### src/pmap_pkg.sv
// shared constants and types for the program rom paging and data window mapper
package pmap_pkg;

	// core program address width and directly reachable space
	localparam int PC_W = 12;
	// bit that splits the paged lower half from the fixed upper half
	localparam int HALF_BIT = 11;
	// default physical rom address width (8 kbyte rom)
	localparam int ROM_AW_DEF = 13;
	// data space address width (256 locations)
	localparam int DADDR_W = 8;
	// low address bits that a window read takes from the data address
	localparam int WIN_OFF_W = 6;
	// data addresses that read through to program rom
	localparam logic [7:0] WIN_LO = 8'h40;
	localparam logic [7:0] WIN_HI = 8'h7f;
	// first of the twelve vector bytes at the top of program space
	localparam logic [11:0] VEC_BASE = 12'hff4;
	// reset value of the bank and window registers
	localparam logic [7:0] SEL_RST = 8'h00;
	// rom data width
	localparam int DATA_W = 8;

	// sequencer states, one rom access in flight at most
	typedef enum logic [1:0] {
		ST_IDLE = 2'b00,
		ST_FRD = 2'b01,
		ST_WRD = 2'b10
	} pmap_state_t;

	// true when a data address falls inside the rom window
	function automatic logic in_window(input logic [7:0] daddr);
		in_window = (daddr >= WIN_LO) && (daddr <= WIN_HI);
	endfunction : in_window

endpackage : pmap_pkg

### src/pmap_mapper.sv
// program rom paging and data rom window mapper between core and rom
//
// Operation
// [RULE_01] core program addresses are twelve bits
// [RULE_02] twelve-bit program counter drives untranslated address
// [RULE_03] top twelve vector bytes always reachable
// [RULE_04] only 0..7ff banked, upper half fixed
// [RULE_05] program memory grows in 2 kbyte banks
// [RULE_06] 256-byte data space, 64-byte window
// [RULE_07] data reads 40h..7fh return rom bytes
// [RULE_08] low six data bits form low rom bits
// [RULE_09] window register supplies upper rom bits
// [RULE_10] other data addresses bypass the window
// [RULE_11] lower half: bank above eleven low bits
// [RULE_12] bank and window cleared by reset
`timescale 1ns/1ps
module pmap_mapper #(
	parameter int ROM_AW = pmap_pkg::ROM_AW_DEF
) (
	input wire logic core_clk,
	input wire logic arst_n,
	// instruction fetch side
	input wire logic fetch_req,
	input wire logic [pmap_pkg::PC_W-1:0] fetch_pc,
	output logic fetch_ready,
	output logic fetch_valid,
	output logic [pmap_pkg::DATA_W-1:0] fetch_data,
	// data read side
	input wire logic drd_req,
	input wire logic [pmap_pkg::DADDR_W-1:0] drd_addr,
	output logic drd_ready,
	output logic drd_valid,
	output logic [pmap_pkg::DATA_W-1:0] drd_data,
	output logic ram_sel,
	// core writes to the bank and window registers
	input wire logic bank_wr,
	input wire logic [ROM_AW-pmap_pkg::HALF_BIT-1:0] bank_wdata,
	input wire logic win_wr,
	input wire logic [ROM_AW-pmap_pkg::WIN_OFF_W-1:0] win_wdata,
	// current selections, visible to the core for read-back
	output logic [ROM_AW-pmap_pkg::HALF_BIT-1:0] bank_sel,
	output logic [ROM_AW-pmap_pkg::WIN_OFF_W-1:0] win_sel,
	// program rom port, one cycle read latency
	output logic rom_en,
	output logic [ROM_AW-1:0] rom_addr,
	input wire logic [pmap_pkg::DATA_W-1:0] rom_rdata
);

	// [RULE_05] one bank bit per rom address bit above the eleven-bit 2 kbyte bank offset
	localparam int BANK_W = ROM_AW - pmap_pkg::HALF_BIT;
	// [RULE_09] six bits for 4 kbyte rom, seven for 8 kbyte
	localparam int WIN_W = ROM_AW - pmap_pkg::WIN_OFF_W;

	//////////////////////////////////////////////////////////////////
	// module state
	typedef struct packed {
		pmap_pkg::pmap_state_t state; // sequencer
		logic [BANK_W-1:0] bank; // paged-half selection
		logic [WIN_W-1:0] win; // data rom window selection
		logic rom_en; // rom read strobe
		logic [ROM_AW-1:0] rom_addr; // physical rom address
		logic fvalid; // fetch answer pulse
		logic [pmap_pkg::DATA_W-1:0] fdata; // fetched byte
		logic dvalid; // window read answer pulse
		logic [pmap_pkg::DATA_W-1:0] ddata; // window byte
	} pmap_regs_t;

	pmap_regs_t s_q; // registered state
	pmap_regs_t s_d; // next state

	logic [ROM_AW-1:0] prog_addr; // translated fetch address
	logic [ROM_AW-1:0] wadr; // translated window address
	logic win_hit; // data address inside window
	logic idle; // no rom access in flight
	logic take_win; // window read accepted this cycle
	logic take_fetch; // fetch accepted this cycle

	//////////////////////////////////////////////////////////////////
	// translators
	pmap_bank_xlat #(
		.ROM_AW(ROM_AW)
	) u_bank_xlat (
		.pc(fetch_pc),
		.bank(s_q.bank),
		.rom_addr(prog_addr)
	);

	pmap_win_xlat #(
		.ROM_AW(ROM_AW)
	) u_win_xlat (
		.daddr(drd_addr),
		.win(s_q.win),
		.hit(win_hit),
		.rom_addr(wadr)
	);

	//////////////////////////////////////////////////////////////////
	// handshakes: window reads win over fetches when both ask
	always_comb begin
		idle = (s_q.state == pmap_pkg::ST_IDLE);
		// [RULE_07] window read goes to rom
		take_win = idle && drd_req && win_hit;
		take_fetch = idle && fetch_req && !(drd_req && win_hit);
		fetch_ready = idle && !(drd_req && win_hit);
		// ram reads never wait on the rom sequencer
		drd_ready = idle || !win_hit;
		// [RULE_10] outside window decoded normally
		ram_sel = drd_req && !win_hit;
	end

	//////////////////////////////////////////////////////////////////
	// next state
	always_comb begin
		s_d = s_q;
		s_d.rom_en = 1'b0;
		s_d.fvalid = 1'b0;
		s_d.dvalid = 1'b0;
		// selections load straight from core writes
		if (bank_wr) begin
			s_d.bank = bank_wdata;
		end
		if (win_wr) begin
			s_d.win = win_wdata;
		end
		case (s_q.state)
			pmap_pkg::ST_IDLE: begin
				if (take_win) begin
					// [RULE_08] window address to rom
					s_d.rom_addr = wadr;
					s_d.rom_en = 1'b1;
					s_d.state = pmap_pkg::ST_WRD;
				end else if (take_fetch) begin
					// [RULE_04] banked or fixed fetch
					s_d.rom_addr = prog_addr;
					s_d.rom_en = 1'b1;
					s_d.state = pmap_pkg::ST_FRD;
				end
			end
			pmap_pkg::ST_FRD: begin
				// rom answers the cycle after the strobe, so the strobe cycle only waits;
				// sampling in the strobe cycle would hand the core a stale byte
				if (!s_q.rom_en) begin
					s_d.fdata = rom_rdata;
					s_d.fvalid = 1'b1;
					s_d.state = pmap_pkg::ST_IDLE;
				end
			end
			pmap_pkg::ST_WRD: begin
				// same one-cycle wait as a fetch
				if (!s_q.rom_en) begin
					s_d.ddata = rom_rdata;
					s_d.dvalid = 1'b1;
					s_d.state = pmap_pkg::ST_IDLE;
				end
			end
			default: begin
				// unreachable codes fall back to idle
				s_d.state = pmap_pkg::ST_IDLE;
			end
		endcase
	end

	//////////////////////////////////////////////////////////////////
	// state register
	always_ff @(posedge core_clk or negedge arst_n) begin
		if (!arst_n) begin
			// [RULE_12] clear bank and window
			s_q <= '{
				state: pmap_pkg::ST_IDLE,
				bank: BANK_W'(pmap_pkg::SEL_RST),
				win: WIN_W'(pmap_pkg::SEL_RST),
				rom_en: 1'b0,
				rom_addr: '0,
				fvalid: 1'b0,
				fdata: '0,
				dvalid: 1'b0,
				ddata: '0
			};
		end else begin
			s_q <= s_d;
		end
	end

	//////////////////////////////////////////////////////////////////
	// outputs, all from flip-flops
	always_comb begin
		rom_en = s_q.rom_en;
		rom_addr = s_q.rom_addr;
		fetch_valid = s_q.fvalid;
		fetch_data = s_q.fdata;
		drd_valid = s_q.dvalid;
		drd_data = s_q.ddata;
		bank_sel = s_q.bank;
		win_sel = s_q.win;
	end

	//////////////////////////////////////////////////////////////////
	// checks

	// upper half must not move with the bank
	a_upper_fixed: assert property (@(posedge core_clk) disable iff (!arst_n) // [RULE_04]
		take_fetch && fetch_pc[11] |=> rom_en && rom_addr == ROM_AW'($past(fetch_pc)))
		else $error("upper half fetch address was banked");

	// lower half carries the bank above eleven bits
	a_lower_banked: assert property (@(posedge core_clk) disable iff (!arst_n) // [RULE_11]
		take_fetch && !fetch_pc[11] |=>
		rom_addr == {$past(s_q.bank), $past(fetch_pc[10:0])})
		else $error("lower half fetch not formed from bank and pc");

	// vectors land at their own address in every bank
	a_vector_reach: assert property (@(posedge core_clk) disable iff (!arst_n) // [RULE_03]
		take_fetch && fetch_pc >= pmap_pkg::VEC_BASE |=>
		rom_addr == ROM_AW'($past(fetch_pc)))
		else $error("vector fetch not at fixed location");

	// window read address built from window and low data bits
	a_win_addr: assert property (@(posedge core_clk) disable iff (!arst_n) // [RULE_09]
		take_win |=> rom_en && rom_addr == {$past(s_q.win), $past(drd_addr[5:0])})
		else $error("window rom address wrong");

	// data outside the window never touches the rom
	a_win_bypass: assert property (@(posedge core_clk) disable iff (!arst_n) // [RULE_10]
		drd_req && (drd_addr < 8'h40 || drd_addr > 8'h7f) |-> ram_sel && !take_win)
		else $error("data read outside window went to rom");

	// window byte comes back three edges after acceptance
	a_win_answer: assert property (@(posedge core_clk) disable iff (!arst_n) // [RULE_07]
		take_win |-> ##1 !drd_valid ##1 !drd_valid ##1 drd_valid && drd_data == $past(rom_rdata))
		else $error("window read answer late or wrong");

	// fetch byte comes back three edges after acceptance
	a_fetch_answer: assert property (@(posedge core_clk) disable iff (!arst_n) // [RULE_02]
		take_fetch |-> ##3 fetch_valid && fetch_data == $past(rom_rdata))
		else $error("fetch answer late or wrong");

	// bank write takes effect on the next cycle
	a_bank_load: assert property (@(posedge core_clk) disable iff (!arst_n) // [RULE_05]
		bank_wr |=> bank_sel == $past(bank_wdata))
		else $error("bank register did not load");

	// window write takes effect on the next cycle
	a_win_load: assert property (@(posedge core_clk) disable iff (!arst_n) // [RULE_06]
		win_wr |=> win_sel == $past(win_wdata))
		else $error("window register did not load");

	// rom strobe is a single-cycle pulse
	a_rom_pulse: assert property (@(posedge core_clk) disable iff (!arst_n) // [RULE_01]
		rom_en |=> !rom_en)
		else $error("rom strobe held too long");

	//////////////////////////////////////////////////////////////////
	// handshake and hold checks

	// no new fetch while an access is in flight
	a_busy_refuse: assert property (@(posedge core_clk) disable iff (!arst_n) // [RULE_02]
		take_fetch || take_win |=> !fetch_ready ##1 !fetch_ready)
		else $error("fetch offered while rom busy");

	// a window read asking blocks a fetch in the same cycle
	a_win_first: assert property (@(posedge core_clk) disable iff (!arst_n) // [RULE_07]
		drd_req && drd_addr >= pmap_pkg::WIN_LO && drd_addr <= pmap_pkg::WIN_HI |-> !fetch_ready)
		else $error("fetch offered against a window read");

	// fetch answer is a single-cycle pulse
	a_fetch_pulse: assert property (@(posedge core_clk) disable iff (!arst_n) // [RULE_02]
		fetch_valid |=> !fetch_valid)
		else $error("fetch answer held too long");

	// window answer is a single-cycle pulse
	a_drd_pulse: assert property (@(posedge core_clk) disable iff (!arst_n) // [RULE_07]
		drd_valid |=> !drd_valid)
		else $error("window answer held too long");

	// fetched byte holds until the next answer
	a_fetch_hold: assert property (@(posedge core_clk) disable iff (!arst_n) // [RULE_02]
		!fetch_valid |-> $stable(fetch_data))
		else $error("fetched byte changed without an answer");

	// window byte holds until the next answer
	a_win_hold: assert property (@(posedge core_clk) disable iff (!arst_n) // [RULE_07]
		!drd_valid |-> $stable(drd_data))
		else $error("window byte changed without an answer");

	// rom address only moves together with a strobe
	a_addr_hold: assert property (@(posedge core_clk) disable iff (!arst_n) // [RULE_04]
		!rom_en |-> $stable(rom_addr))
		else $error("rom address moved without a strobe");

	// bank keeps its value without a write
	a_bank_keep: assert property (@(posedge core_clk) disable iff (!arst_n) // [RULE_05]
		!bank_wr |=> $stable(bank_sel))
		else $error("bank register changed without a write");

	// window keeps its value without a write
	a_win_keep: assert property (@(posedge core_clk) disable iff (!arst_n) // [RULE_09]
		!win_wr |=> $stable(win_sel))
		else $error("window register changed without a write");

	// a normal data read alone never strobes the rom
	a_ram_quiet: assert property (@(posedge core_clk) disable iff (!arst_n) // [RULE_10]
		ram_sel && !take_fetch |=> !rom_en)
		else $error("normal data read strobed the rom");

endmodule : pmap_mapper

### src/pmap_bank_xlat.sv
// program address translation: banked lower half, fixed upper half
`timescale 1ns/1ps
module pmap_bank_xlat #(
	parameter int ROM_AW = pmap_pkg::ROM_AW_DEF
) (
	input wire logic [pmap_pkg::PC_W-1:0] pc,
	input wire logic [ROM_AW-pmap_pkg::HALF_BIT-1:0] bank,
	output logic [ROM_AW-1:0] rom_addr
);
	// upper half keeps its own address, so the vectors never move
	localparam int BANK_W = ROM_AW - pmap_pkg::HALF_BIT;

	//////////////////////////////////////////////////////////////////
	// combinational mapping
	always_comb begin
		// [RULE_04] upper half fixed
		if (pc[pmap_pkg::HALF_BIT]) begin
			rom_addr = {{(ROM_AW - pmap_pkg::PC_W){1'b0}}, pc};
		end else begin
			// [RULE_11] bank over low bits
			rom_addr = {bank, pc[pmap_pkg::HALF_BIT-1:0]};
		end
	end

	// bank width must leave room for at least one paged bit
	if (BANK_W < 1) begin : g_bad_width
		$error("rom address width too small for paging");
	end

endmodule : pmap_bank_xlat

### src/pmap_win_xlat.sv
// data rom window translation: window register over low data bits
`timescale 1ns/1ps
module pmap_win_xlat #(
	parameter int ROM_AW = pmap_pkg::ROM_AW_DEF
) (
	input wire logic [pmap_pkg::DADDR_W-1:0] daddr,
	input wire logic [ROM_AW-pmap_pkg::WIN_OFF_W-1:0] win,
	output logic hit,
	output logic [ROM_AW-1:0] rom_addr
);

	//////////////////////////////////////////////////////////////////
	// combinational window decode and address build
	always_comb begin
		// [RULE_10] window range only
		hit = pmap_pkg::in_window(daddr);
		// [RULE_08] [RULE_09] window high, data low
		rom_addr = {win, daddr[pmap_pkg::WIN_OFF_W-1:0]};
	end

endmodule : pmap_win_xlat

### config.mk
export PLATFORM = sky130hd
export DESIGN_NAME = pmap_mapper
export DESIGN_NICKNAME = d
export VERILOG_FILES = /design/src/pmap_pkg.sv /design/src/pmap_mapper.sv /design/src/pmap_bank_xlat.sv /design/src/pmap_win_xlat.sv
export SDC_FILE = /design/constraint.sdc
export NUM_CORES = 1
export LEC_CHECK = 0
export BUFFER_PORTS_ARGS = -buffer_cell sky130_fd_sc_hd__buf_4
export CAP_MARGIN = 0
export CORE_MARGIN = 2
export CORE_UTILIZATION = 45
export CTS_BUF_LIST = sky130_fd_sc_hd__clkbuf_4
export CTS_CLUSTER_DIAMETER = 200
export DETAILED_ROUTE_END_ITERATION = 12
export GPL_TIMING_DRIVEN = 0
export PLACE_DENSITY_LB_ADDON = 0.2
export SLEW_MARGIN = 20
export SYNTH_ARGS = -nofsm -noshare
export SYNTH_HDL_FRONTEND = slang
export SYNTH_SLANG_ARGS = --single-unit
### constraint.sdc
create_clock -name core_clk -period 1.55 [get_ports core_clk]
set_input_delay 0.0775 -clock core_clk [delete_from_list [all_inputs] [get_ports core_clk]]
set_output_delay 0.0775 -clock core_clk [all_outputs]
set_load 0.01 [all_outputs]
; ---- Yosys cells after proc, flatten, opt, wreduce, memory -nomap -nowiden
; Cells that the tools add are included.
[word_totals]
input_bits = 43
ff_bits = 43
out_inout_bits = 44
elab_cells = 46
[op_classes]
order_cmp = 2
n_eq_ne = 4
n_bitwise = 1
muxes = 12
n_reduce_logical = 18
[op_table]
columns = operator, count
row1 = two-way mux 14 bit, 3
row2 = two-way mux 9 bit, 4
row3 = two-way mux 13 bit, 1
row4 = "greater-or-equal comparator 8 x 7 -> 1 bit, second input constant", 1
row5 = "<= comparator 8 x 7 -> 1 bit, second input constant", 1
row6 = logical AND 1 bit, 8
row7 = AND reduction 2 bit, 4
row8 = two-way mux 2 bit, 3
row9 = one-hot mux 2 bit (2 select lines), 1
row10 = "inequality test 3 x 1 -> 1 bit, second input constant", 1
row11 = "equality test 2 x 1 -> 1 bit, second input constant", 1
row12 = "equality test 2 bit, second input constant", 1
row13 = zero test 1 bit, 2
row14 = zero test 2 bit, 1
row15 = "inequality test 2 bit, second input constant", 1
row16 = nonzero test 2 bit, 1
row17 = OR reduction 2 bit, 1
row18 = logical OR 1 bit, 1
row19 = inverter 1 bit, 1

; ---- Depth between registers and ports, before layout
; Gate-level depths: netlist of the first run.
[logic_depth]
ltp_word = 8
depth_mapped = 7
mapped_depth_nobuf = 5

; ---- By module
; From an unflattened synthesis of the first run, not the netlist that was laid out.
[hier_totals]
cells_unflattened = 188
area_unflattened_um2 = 2268.4
[by_module_without_submodules]
columns = module, instances, seq_area_each_um2, area_per_inst_um2, cells_each
row1 = pmap_mapper, 1, 1076.0, 2059.5, 161
row2 = pmap_win_xlat, 1, 0.0, 111.4, 14
row3 = pmap_bank_xlat, 1, 0.0, 97.6, 13

; ---- Least setup slack after synthesis of the first run
; OpenSTA, ideal clock, no wires.
[synth_timing]
path_type = reg2reg
from = register s_q[41] (netlist name)
to = register s_q, in the netlist rom_addr[10]
path_buffers = 2
arrival_ns = 1.352
required_ns = 1.430
setup_ns = 0.120
setup_slack_ns = 0.078
synth_period_minus_slack_ns = 1.472
path_stages_with_launch = 8
cell_sequence = dfrtp_1 -> inv_1 -> ha_1 -> buf_2 -> nand2_1 -> clkbuf_1 -> or3_1 -> o211a_1
[synth_between]
elab_chain_cells = 5
elab_cells_between_ends = 8
cone_classes = mux: 1 / reduce/logical: 7
[synth_lines]
columns = item, line_no
row1 = from (decl), pmap_mapper.sv:68  ; pmap_regs_t s_q;
row2 = from (signal assigned), pmap_mapper.sv:168  ; s_q <= '{
row3 = zero test 2 bit (*), "pmap_mapper.sv:100, pmap_mapper.sv:125"
row4 = "logical AND 1 bit, on equally long branches (2 in series)", "pmap_mapper.sv:102, pmap_mapper.sv:103"
row5 = nonzero test 2 bit (no source line), n/a
row6 = AND reduction 2 bit (no source line), n/a
; Mark *: on every way between the ends. The rest lies on a longest branch, timed or not.
; A chain may end at the register's enable or synchronous reset.

; ---- Worst setup path after layout of the first run
[layout_timing]
from = register s_q[41] (netlist name)
to = register s_q, in the netlist fetch_data[6]
[layout_between]
elab_chain_cells = 2
[layout_lines]
columns = item, line_no
row1 = equality test 2 x 1 -> 1 bit, pmap_mapper.sv:125  ; case (s_q.state)
row2 = AND reduction 2 bit (no source line), n/a
; No other way between the ends.

==> results of run 1 <==
==> worst max path at each step <==
stage,end,slack [ps],cells past startpoint
floorplan,rom_addr[10],80,7
global placement,rom_addr[10],-120,7
detailed placement,rom_addr[6],-150,7
CTS,rom_addr[6],7,7
global route,rom_addr[2],-20,7
finish,fetch_data[6],-0.2,6
==> state kept, by name (all words and copies together) (netlist names) <==
signal       cells
bank_sel         2
drd_data         8
drd_valid        1
fetch_data       8
fetch_valid      1
rom_addr        13
rom_en           1
s_q              2
win_sel          7
==> layer usage <==
metal / up-vias / wire (um) / global-route usage, %
met5: - / 0 / 0
met2: 53 / 2422 / 31.25
met4: 0 / 38 / 3.636
li1: 834 / - / -
met3: 4 / 266 / 4.801
met1: 798 / 2005 / 21.26
==> kinds of logic after synthesis <==
family                   after synthesis  synth area share, %
AO/OA/AOI/OAI                         22                8.521
adder cells (fa/ha/maj)                3                1.727
buffers and inverters                 53                16.70
flip-flops                            43                49.51
multiplexers                          25                12.95
AND/OR/NAND/NOR                       35                10.59
==> worst reg2reg max path, stage by stage, from the launching register on <==
cell	delay (ps)
dfrtp_1	420
buf_4	140
buf_4	130
ha_1	180
nor2b_1	120
buf_2	180
mux2_2	290
==> per-stage QoR <==
stage          utilization, %  power [mW]
2_1_floorplan               -       3.372
6_report                69.84       5.454
4_1_cts                 68.72       5.402
3_3_place_gp            61.36       4.319
5_1_grt                 69.84       5.786
3_5_place_dp            61.36       4.374
==> final cells by class <==
| type | count | area share (%) |
|---|---|---|
| sequential | 43 | 32.84 |
| timing repair buffer | 113 | 27.34 |
| multi-input combinational | 85 | 22.87 |
| buffer | 48 | 11.11 |
| tap | 54 | 2.062 |
| clock inverter | 2 | 1.833 |
| clock buffer | 6 | 1.375 |
| inverter | 5 | 0.5727 |
==> power by group through the flow <==
stage | logic [mW] | clock network, mW | registers, mW
3_3_place_gp | 2.49 | 0 | 1.83
6_report | 2.77 | 0.876 | 1.81
2_1_floorplan | 1.59 | 0 | 1.78
4_1_cts | 2.69 | 0.899 | 1.81
3_5_place_dp | 2.54 | 0 | 1.84
5_1_grt | 2.97 | 0.943 | 1.87
==> what timing repair did <==
item,in CTS,in global routing
endpoints found under the hold margin,68,0
gates cloned,0,1
endpoints found under the setup margin,12,12
hold buffers,20,0
resized for setup,5,11
buffers inserted,4,3
==> placed cells by master (no fill, tap or decap), types with 2 or more instances in the layout <==
master         Yosys  final
a211o_1            2      2
a21oi_1            3      3
and3_1             2      2
buf_2              5      3
buf_4             38    130
buf_6              2      4
bufinv_16          0      2
clkbuf_4           0      8
dfrtp_1           43     43
dlygate4sd3_1      0     20
ha_1               3      2
inv_1              5      2
inv_2              0      3
mux2_2            25     25
nand2b_1           3      3
nand3b_1          11     11
nor2b_1            2      2
o211a_1           11     11
o21ai_0            2      2
or3_1             11     10
==> impl_metrics.json, run 1 <==
{
  "antenna_cells_inserted": 0,
  "cts_tree": "built",
  "finClkSkew_ps": 11.14,
  "effective_utilization_at_floorplan_pct": 46.32,
  "antenna_violations_before_repair": 0,
  "synth.area.top_cells": "dfrtp_1 (50%), buf_4 (13%), mux2_2 (13%)",
  "outcome": "complete, but fails checks",
  "gp_routability_congestion": 0.6740,
  "grt_start_max_net_pins": 44,
  "layoutNonFillerInstCount": 356,
  "synth_enable_flop_cells": 0,
  "dr_total_vias": 1689,
  "clock_path_buffers": 2,
  "initialDrtViolationCount": 74,
  "post_dr_wirelength_cell_um": 13.29,
  "coreArea_um2": 4692,
  "synth_cells": 181,
  "worstRegToRegCells": 6,
  "place_hpwl_mm": 3.221,
  "hold_path_class": "input port to flop",
  "proportion_of_power_drawn_by_the_clock_network_pct": 16.1,
  "final_hold_viol_count": 0,
  "timing.max_slew.rel_slack_pct": 63.77,
  "leakage_nw": 1.633,
  "fp.dieH_um": 73.50,
  "placement.cell_area_um2": 2879,
  "first_pass_iters": 4,
  "synthesis.area_per_instance_um2": 12.01,
  "hold_slack_ps": 47.32,
  "slowest_delay_ps": 420,
  "clock_tree.htree_level_count": 2,
  "finalNetCount": 347,
  "tightestPinTransition_ps": 543.4,
  "critical_path.startpoint_type": "flop",
  "finalMaxSlewViolations": 0,
  "power.sequential.fraction_pct": 33.2,
  "clk_root_buffer_cell": "clkbuf_4",
  "io_pins": 87,
  "fmax_achieved_mhz": 645.1,
  "rr_endpoint": "fetch_data[6]",
  "synth_warnings": 0,
  "synth_common_cells": "dfrtp_1 (43), buf_4 (38), mux2_2 (25)",
  "setup_viol": 1,
  "final_layout_size_suffix_gt1_share_pct": 59.60,
  "max_cap_violations": 0,
  "power.switching_mw": 1.608,
  "remaining_drc_errors": 0,
  "timing.critical_path.fanout_max": 9,
  "critical_path.cell_chain": "buf_4 -> buf_4 -> ha_1 -> nor2b_1 -> buf_2 -> mux2_2",
  "numCtsBuffers": 5,
  "worstReg2RegStart": "s_q[41]",
  "synth_seq_area_share_pct": 49.51,
  "number_of_global_route_vias_before_repair": 1634,
  "syn_area_um2": 2173,
  "post-synth-top-area-cell": "dfrtp_1",
  "cp_data_arrival_time_ps": 1790,
  "cell_depth_of_the_worst_min_delay_path": 3,
  "p_int_mw": 3.846,
  "register_area_um2": 1076,
  "tns_ps": -0.2001,
  "ys_seq_elements": 43,
  "route.antenna.remaining_nets": 0,
  "timing.critical_path.buf_inv": 3,
  "failed_checks": "setup timing",
  "library_cell_with_the_highest_instance_count_after_synthesis": "dfrtp_1",
  "critical_path.startpoint": "s_q[41]",
  "sw_frac_of_total_pct": 29.48,
  "setup.worst_path.class": "flop to flop",
  "crit_required_ps": 1790,
  "setup.reg_to_reg.worst_slack_ps": -0.2,
  "cts_sink_count": 43,
  "preCtsSetupSlack_ps": -148.7,
  "grt_first_pass_wirelength_mm": 7.334,
  "hp-start": "drd_addr[1]",
  "power.density_nw_per_um2": 1664,
  "ir_worst_vdd_mv": 0.9503,
  "critPathTopFamily": "buffers and inverters",
  "synth_cell_types": 27,
  "die-area_um2": 5402,
  "synth_largest_type_area_fraction_pct": 49.51,
  "post-route-min-period_ps": 1550,
  "fp.dieW_um": 73.50,
  "rsz_0062_raised_after_global_routing": "yes",
  "fillers": 374,
  "endpoint_kind": "flop",
  "ys.flop_type": "dfrtp_1",
  "final.setup.worst_slack_ps": -0.2001,
  "stdcell_area_um2": 3277,
  "timing.hold.worst_endpoint": "rom_addr[1]",
  "clkTransAtPathRegs_ps": 120,
  "global_route.usage.total_pct": 17.57,
  "flow.area_growth_from_synthesis_pct": 50.78,
  "timing.final.crit_share_pct": 100.0,
  "crit_top_cell": "buf_4",
  "power.combinational.fraction_pct": 50.7,
  "viasPerCell": 4.744,
  "num_rows": 25,
  "routed_wirelength_mm": 4.732,
  "postSynthNetCount": 227,
  "worst_path_max_delay_cell": "dfrtp_1",
  "placedCellCount": 320,
  "footprint_of_the_multi_input_gates_um2": 749.5,
  "io_buffers": 85,
  "insertion_delay_ps": 350,
  "synth-async-reset-ratio_pct": 100.0,
  "gr-total-overflow": 0
}
Power figures use the tool's default switching activity.
==> run 2: changes to the inputs <==
Settings changed: RECOVER_POWER set to 50.
==> impl_metrics.json, run 2 (synthesized netlist as in run 1, its figures left out) <==
{
  "outcome": "complete, but fails checks",
  "failed_checks": "setup timing",
  "cp_data_arrival_time_ps": 1790,
  "fmax_achieved_mhz": 645.1,
  "dr_total_vias": 1689,
  "timing.final.crit_share_pct": 100.0,
  "clock_path_buffers": 2,
  "layout_commonest_cell": "buf_4",
  "clock_tree.htree_level_count": 2,
  "flow.area_growth_from_synthesis_pct": 49.80,
  "fillers": 380,
  "coreArea_um2": 4692,
  "tightestPinTransition_ps": 1058,
  "timing.max_slew.rel_slack_pct": 29.46,
  "numCtsBuffers": 5,
  "timing.critical_path.fanout_max": 9,
  "post-route-min-period_ps": 1550,
  "slowest_delay_ps": 420,
  "place_hpwl_mm": 3.221,
  "effective_utilization_at_floorplan_pct": 46.32,
  "fp.dieH_um": 73.50,
  "max_cap_violations": 0,
  "antenna_cells_inserted": 0,
  "first_pass_iters": 4,
  "critical_path.startpoint": "s_q[41]",
  "viasPerCell": 4.744,
  "cts_sink_count": 43,
  "crit_top_cell": "buf_4",
  "placedCellCount": 320,
  "io_pins": 87,
  "clk_root_buffer_cell": "clkbuf_4",
  "global_route.usage.total_pct": 17.57,
  "gp_routability_congestion": 0.6740,
  "finalMaxSlewViolations": 0,
  "remaining_drc_errors": 0,
  "antenna_violations_before_repair": 0,
  "setup.reg_to_reg.worst_slack_ps": -0.2,
  "endpoint_kind": "flop",
  "hold_path_class": "input port to flop",
  "critical_path.cell_chain": "buf_4 -> buf_4 -> ha_1 -> nor2b_1 -> buf_2 -> mux2_2",
  "io_buffers": 85,
  "worstReg2RegStart": "s_q[41]",
  "final.setup.worst_slack_ps": -0.1708,
  "insertion_delay_ps": 350,
  "gr-total-overflow": 0,
  "grt_first_pass_wirelength_mm": 7.334,
  "die-area_um2": 5402,
  "finClkSkew_ps": 11.16,
  "finalNetCount": 347,
  "setup.worst_path.class": "flop to flop",
  "worstRegToRegCells": 6,
  "setup_viol": 1,
  "final_layout_size_suffix_gt1_share_pct": 57.95,
  "layout_common_cells": "buf_4 (122), dfrtp_1 (43), mux2_2 (25), dlygate4sd3_1 (20)",
  "route.antenna.remaining_nets": 0,
  "clkTransAtPathRegs_ps": 120,
  "hold_slack_ps": 47.29,
  "layoutNonFillerInstCount": 356,
  "crit_required_ps": 1790,
  "fp.dieW_um": 73.50,
  "routed_wirelength_mm": 4.731,
  "num_rows": 25,
  "largest_reg_flops": 13,
  "timing.critical_path.to": "fetch_data[6]",
  "rr_endpoint": "fetch_data[6]",
  "initialDrtViolationCount": 75,
  "worst_path_max_delay_cell": "dfrtp_1",
  "number_of_global_route_vias_before_repair": 1634,
  "rsz_0062_raised_after_global_routing": "yes",
  "cts_tree": "built",
  "critical_path.startpoint_type": "flop",
  "grt_start_max_net_pins": 44,
  "leakage_nw": 1.613,
  "ir_worst_vdd_mv": 0.9471,
  "final_hold_viol_count": 0,
  "post_dr_wirelength_cell_um": 13.29,
  "preCtsSetupSlack_ps": -148.7,
  "power.density_nw_per_um2": 1663
}
## run 2: layer usage
metal | up-vias | track usage, % | wire length, um
met5 | - | 0 | 0
met1 | 799 | 21.26 | 1997
met2 | 53 | 31.25 | 2422
met3 | 4 | 4.801 | 273
met4 | 0 | 3.636 | 38
li1 | 833 | - | -
## run 2: final cells by class
type	instances	area, um2	share of cell area, %
sequential	43	1076	33.05
timing repair buffer	113	874.6	26.86
multi-input combinational	85	749.5	23.02
buffer	48	364.1	11.18
tap	54	67.56	2.075
clock inverter	2	60.06	1.845
clock buffer	6	45.04	1.384
inverter	5	18.77	0.5765
## run 2: critical path: cells and delay by family (launching register included)
kind,cells,cell delay [ps]
buffers and inverters,3,450
DFF,1,420
muxes,1,290
adders and majority gates,1,180
and+or+nand+nor,1,120
## run 2: worst min path at each step
stage                start           to  cells past startpoint
6_report       drd_addr[1]  rom_addr[1]                      3
5_1_grt        drd_addr[5]  rom_addr[5]                      3
4_1_cts        drd_addr[1]  rom_addr[1]                      3
3_5_place_dp        arst_n  drd_data[4]                      1
3_3_place_gp        arst_n  drd_data[4]                      1
2_1_floorplan       arst_n  bank_sel[0]                      0
## run 2: what timing repair did
action	CTS	global route
hold endpoints to repair	68	0
pin swaps	0	0
gates cloned	0	1
buffers inserted	4	3
resized for setup	5	11
hold buffers	20	0
setup endpoints to repair	12	12
## run 2: where the power goes
group          leakage [nW]  switching (mW)  internal, mW
clock network        0.0559           0.355         0.521
registers             0.502           0.243          1.57
logic                  1.05            1.01          1.72
## run 2: stage by stage
stage | cell area (um2) | setup TNS, ps | power, mW | util [%]
after floorplan | 2173 | 0 | 3.372 | -
after global placement | 2879 | -1115 | 4.319 | 61.36
after detailed placement | 2879 | -1404 | 4.374 | 61.36
after CTS | 3224 | 0 | 5.402 | 68.72
after global routing | 3256 | -174.3 | 5.744 | 69.39
final | 3256 | -0.1708 | 5.413 | 69.39
==> run 3: changes to the inputs <==
Settings changed: CELL_PAD_IN_SITES_DETAIL_PLACEMENT set to 1, CELL_PAD_IN_SITES_GLOBAL_PLACEMENT set to 2, CORE_UTILIZATION 45 to 28.
==> impl_metrics.json, run 3 (synthesized netlist as in run 1, its figures left out) <==
{
  "coreArea_um2": 7607,
  "rsz_0062_raised_after_global_routing": "no",
  "worst_path_max_delay_cell": "dfrtp_1",
  "effective_utilization_at_floorplan_pct": 28.57,
  "placement.cell_area_um2": 2939,
  "max_cap_violations": 0,
  "outcome": "finished, final reports clean",
  "hold_path_class": "input port to flop",
  "die-area_um2": 8482,
  "stdcell_area_um2": 3264,
  "layout_commonest_cell": "buf_4",
  "post_dr_wirelength_cell_um": 13.93,
  "footprint_of_the_multi_input_gates_um2": 754.5,
  "slowest_delay_ps": 410,
  "antenna_cells_inserted": 0,
  "antenna_violations_before_repair": 0,
  "cts_sink_count": 43,
  "number_of_global_route_vias_before_repair": 1819,
  "clock_tree.htree_level_count": 2,
  "finClkSkew_ps": 8.784,
  "setup.worst_path.class": "flop to flop",
  "timing.max_slew.rel_slack_pct": 26.36,
  "fmax_achieved_mhz": 688.2,
  "final_layout_size_suffix_gt1_share_pct": 56.04,
  "layout_common_cells": "buf_4 (113), dfrtp_1 (43), mux2_2 (25), dlygate4sd3_1 (20), clkbuf_4 (13)",
  "critical_path.cell_chain": "buf_4 -> ha_1 -> nand2b_1 -> clkbuf_4 -> mux2_2",
  "grt_first_pass_wirelength_mm": 9.045,
  "routed_wirelength_mm": 5.573,
  "clkTransAtPathRegs_ps": 140,
  "hold_slack_ps": 41.69,
  "finalNetCount": 343,
  "post-route-min-period_ps": 1453,
  "ir_worst_vdd_mv": 0.6904,
  "io_pins": 87,
  "initialDrtViolationCount": 28,
  "timing.critical_path.fanout_max": 9,
  "fin_total_pwr_mw": 5.249,
  "sw_frac_of_total_pct": 31.70,
  "insertion_delay_ps": 350,
  "remaining_drc_errors": 0,
  "endpoint_kind": "flop",
  "gr-total-overflow": 0,
  "grt_start_max_net_pins": 44,
  "cts_tree": "built",
  "route.antenna.remaining_nets": 0,
  "finalMaxSlewViolations": 0,
  "power.combinational.fraction_pct": 51.9,
  "proportion_of_power_drawn_by_the_clock_network_pct": 13.6,
  "io_buffers": 85,
  "first_pass_iters": 4,
  "tightestPinTransition_ps": 1105,
  "critical_path.startpoint_type": "flop",
  "clk_root_buffer_cell": "clkbuf_4",
  "register_area_um2": 1076,
  "preCtsSetupSlack_ps": -171.7,
  "place_hpwl_mm": 3.934,
  "placedCellCount": 368,
  "setup_viol": 0,
  "numCtsBuffers": 5,
  "power.switching_mw": 1.664,
  "viasPerCell": 4.315,
  "clock_path_buffers": 2,
  "crit_required_ps": 1790,
  "final_util_pct": 42.91,
  "leakage_nw": 1.570,
  "dr_total_vias": 1726,
  "largest_reg_flops": 13,
  "final.setup.worst_slack_ps": 96.89,
  "num_rows": 32,
  "p_int_mw": 3.585,
  "power.density_nw_per_um2": 1608,
  "fp.dieH_um": 92.10,
  "fp.dieW_um": 92.10,
  "fillers": 870,
  "power.sequential.fraction_pct": 34.4,
  "tns_ps": 0,
  "final_hold_viol_count": 0,
  "layoutNonFillerInstCount": 400,
  "global_route.usage.total_pct": 13.58,
  "flow.area_growth_from_synthesis_pct": 50.20,
  "timing.final.crit_share_pct": 93.75,
  "gp_routability_congestion": 0.6665,
  "cp_data_arrival_time_ps": 1700
}
-- run 3: routing by layer --
layer  part of all wire (%)  GRT usage (%)  vias to the layer above
met2                     51          24.08                       41
met5                      0              0                        -
li1                       -              -                      825
met3                    3.7          2.958                        5
met4                    1.1          3.358                        0
met1                     44          16.74                      855
-- run 3: path summary, 6_finish.rpt --
path	slack [ps]	cells after the start	startpoint	end
max	100	5	s_q[42]	drd_data[6]
min	40	3	drd_addr[2]	rom_addr[2]
max reg2reg	100	5	s_q[42]	drd_data[6]
min reg2reg	520	1	drd_data[0]	drd_data[0]
max in group asynchronous	420	2	arst_n	drd_data[4]
min in group asynchronous	450	2	arst_n	bank_sel[0]
-- run 3: power groups by stage --
stage,clock [mW],sequential [mW],combinational [mW]
floorplan,0,1.78,1.59
finish,0.716,1.81,2.73
global route,0.800,1.88,2.97
detailed placement,0,1.85,2.60
global placement,0,1.83,2.56
CTS,0.750,1.82,2.81
-- run 3: repair_timing --
action / CTS / global route
hold buffers: 20 / 0
hold endpoints to repair: 68 / 0
cloned: 0 / 0
gates resized for setup: 10 / 10
buffers inserted: 5 / 0
endpoints found under the setup margin: 13 / 23
-- run 3: area by class of cell --
class,instances,area share [%]
plain buffers,47,11.12
flip-flops and latches,43,32.96
clock inverters,3,1.188
multi-input cells,85,23.11
repair buffers,110,25.83
clock buffers,5,1.150
inverters,5,0.7282
well taps,102,3.910
-- run 3: critical path, delay by kind of cell, from the launching register on --
family                   cells  cell delay [ps]
flip-flops                   1              410
buffers and inverters        2              350
multiplexers                 1              350
adder cells (fa/ha/maj)      1              170
AND/OR/NAND/NOR              1               60
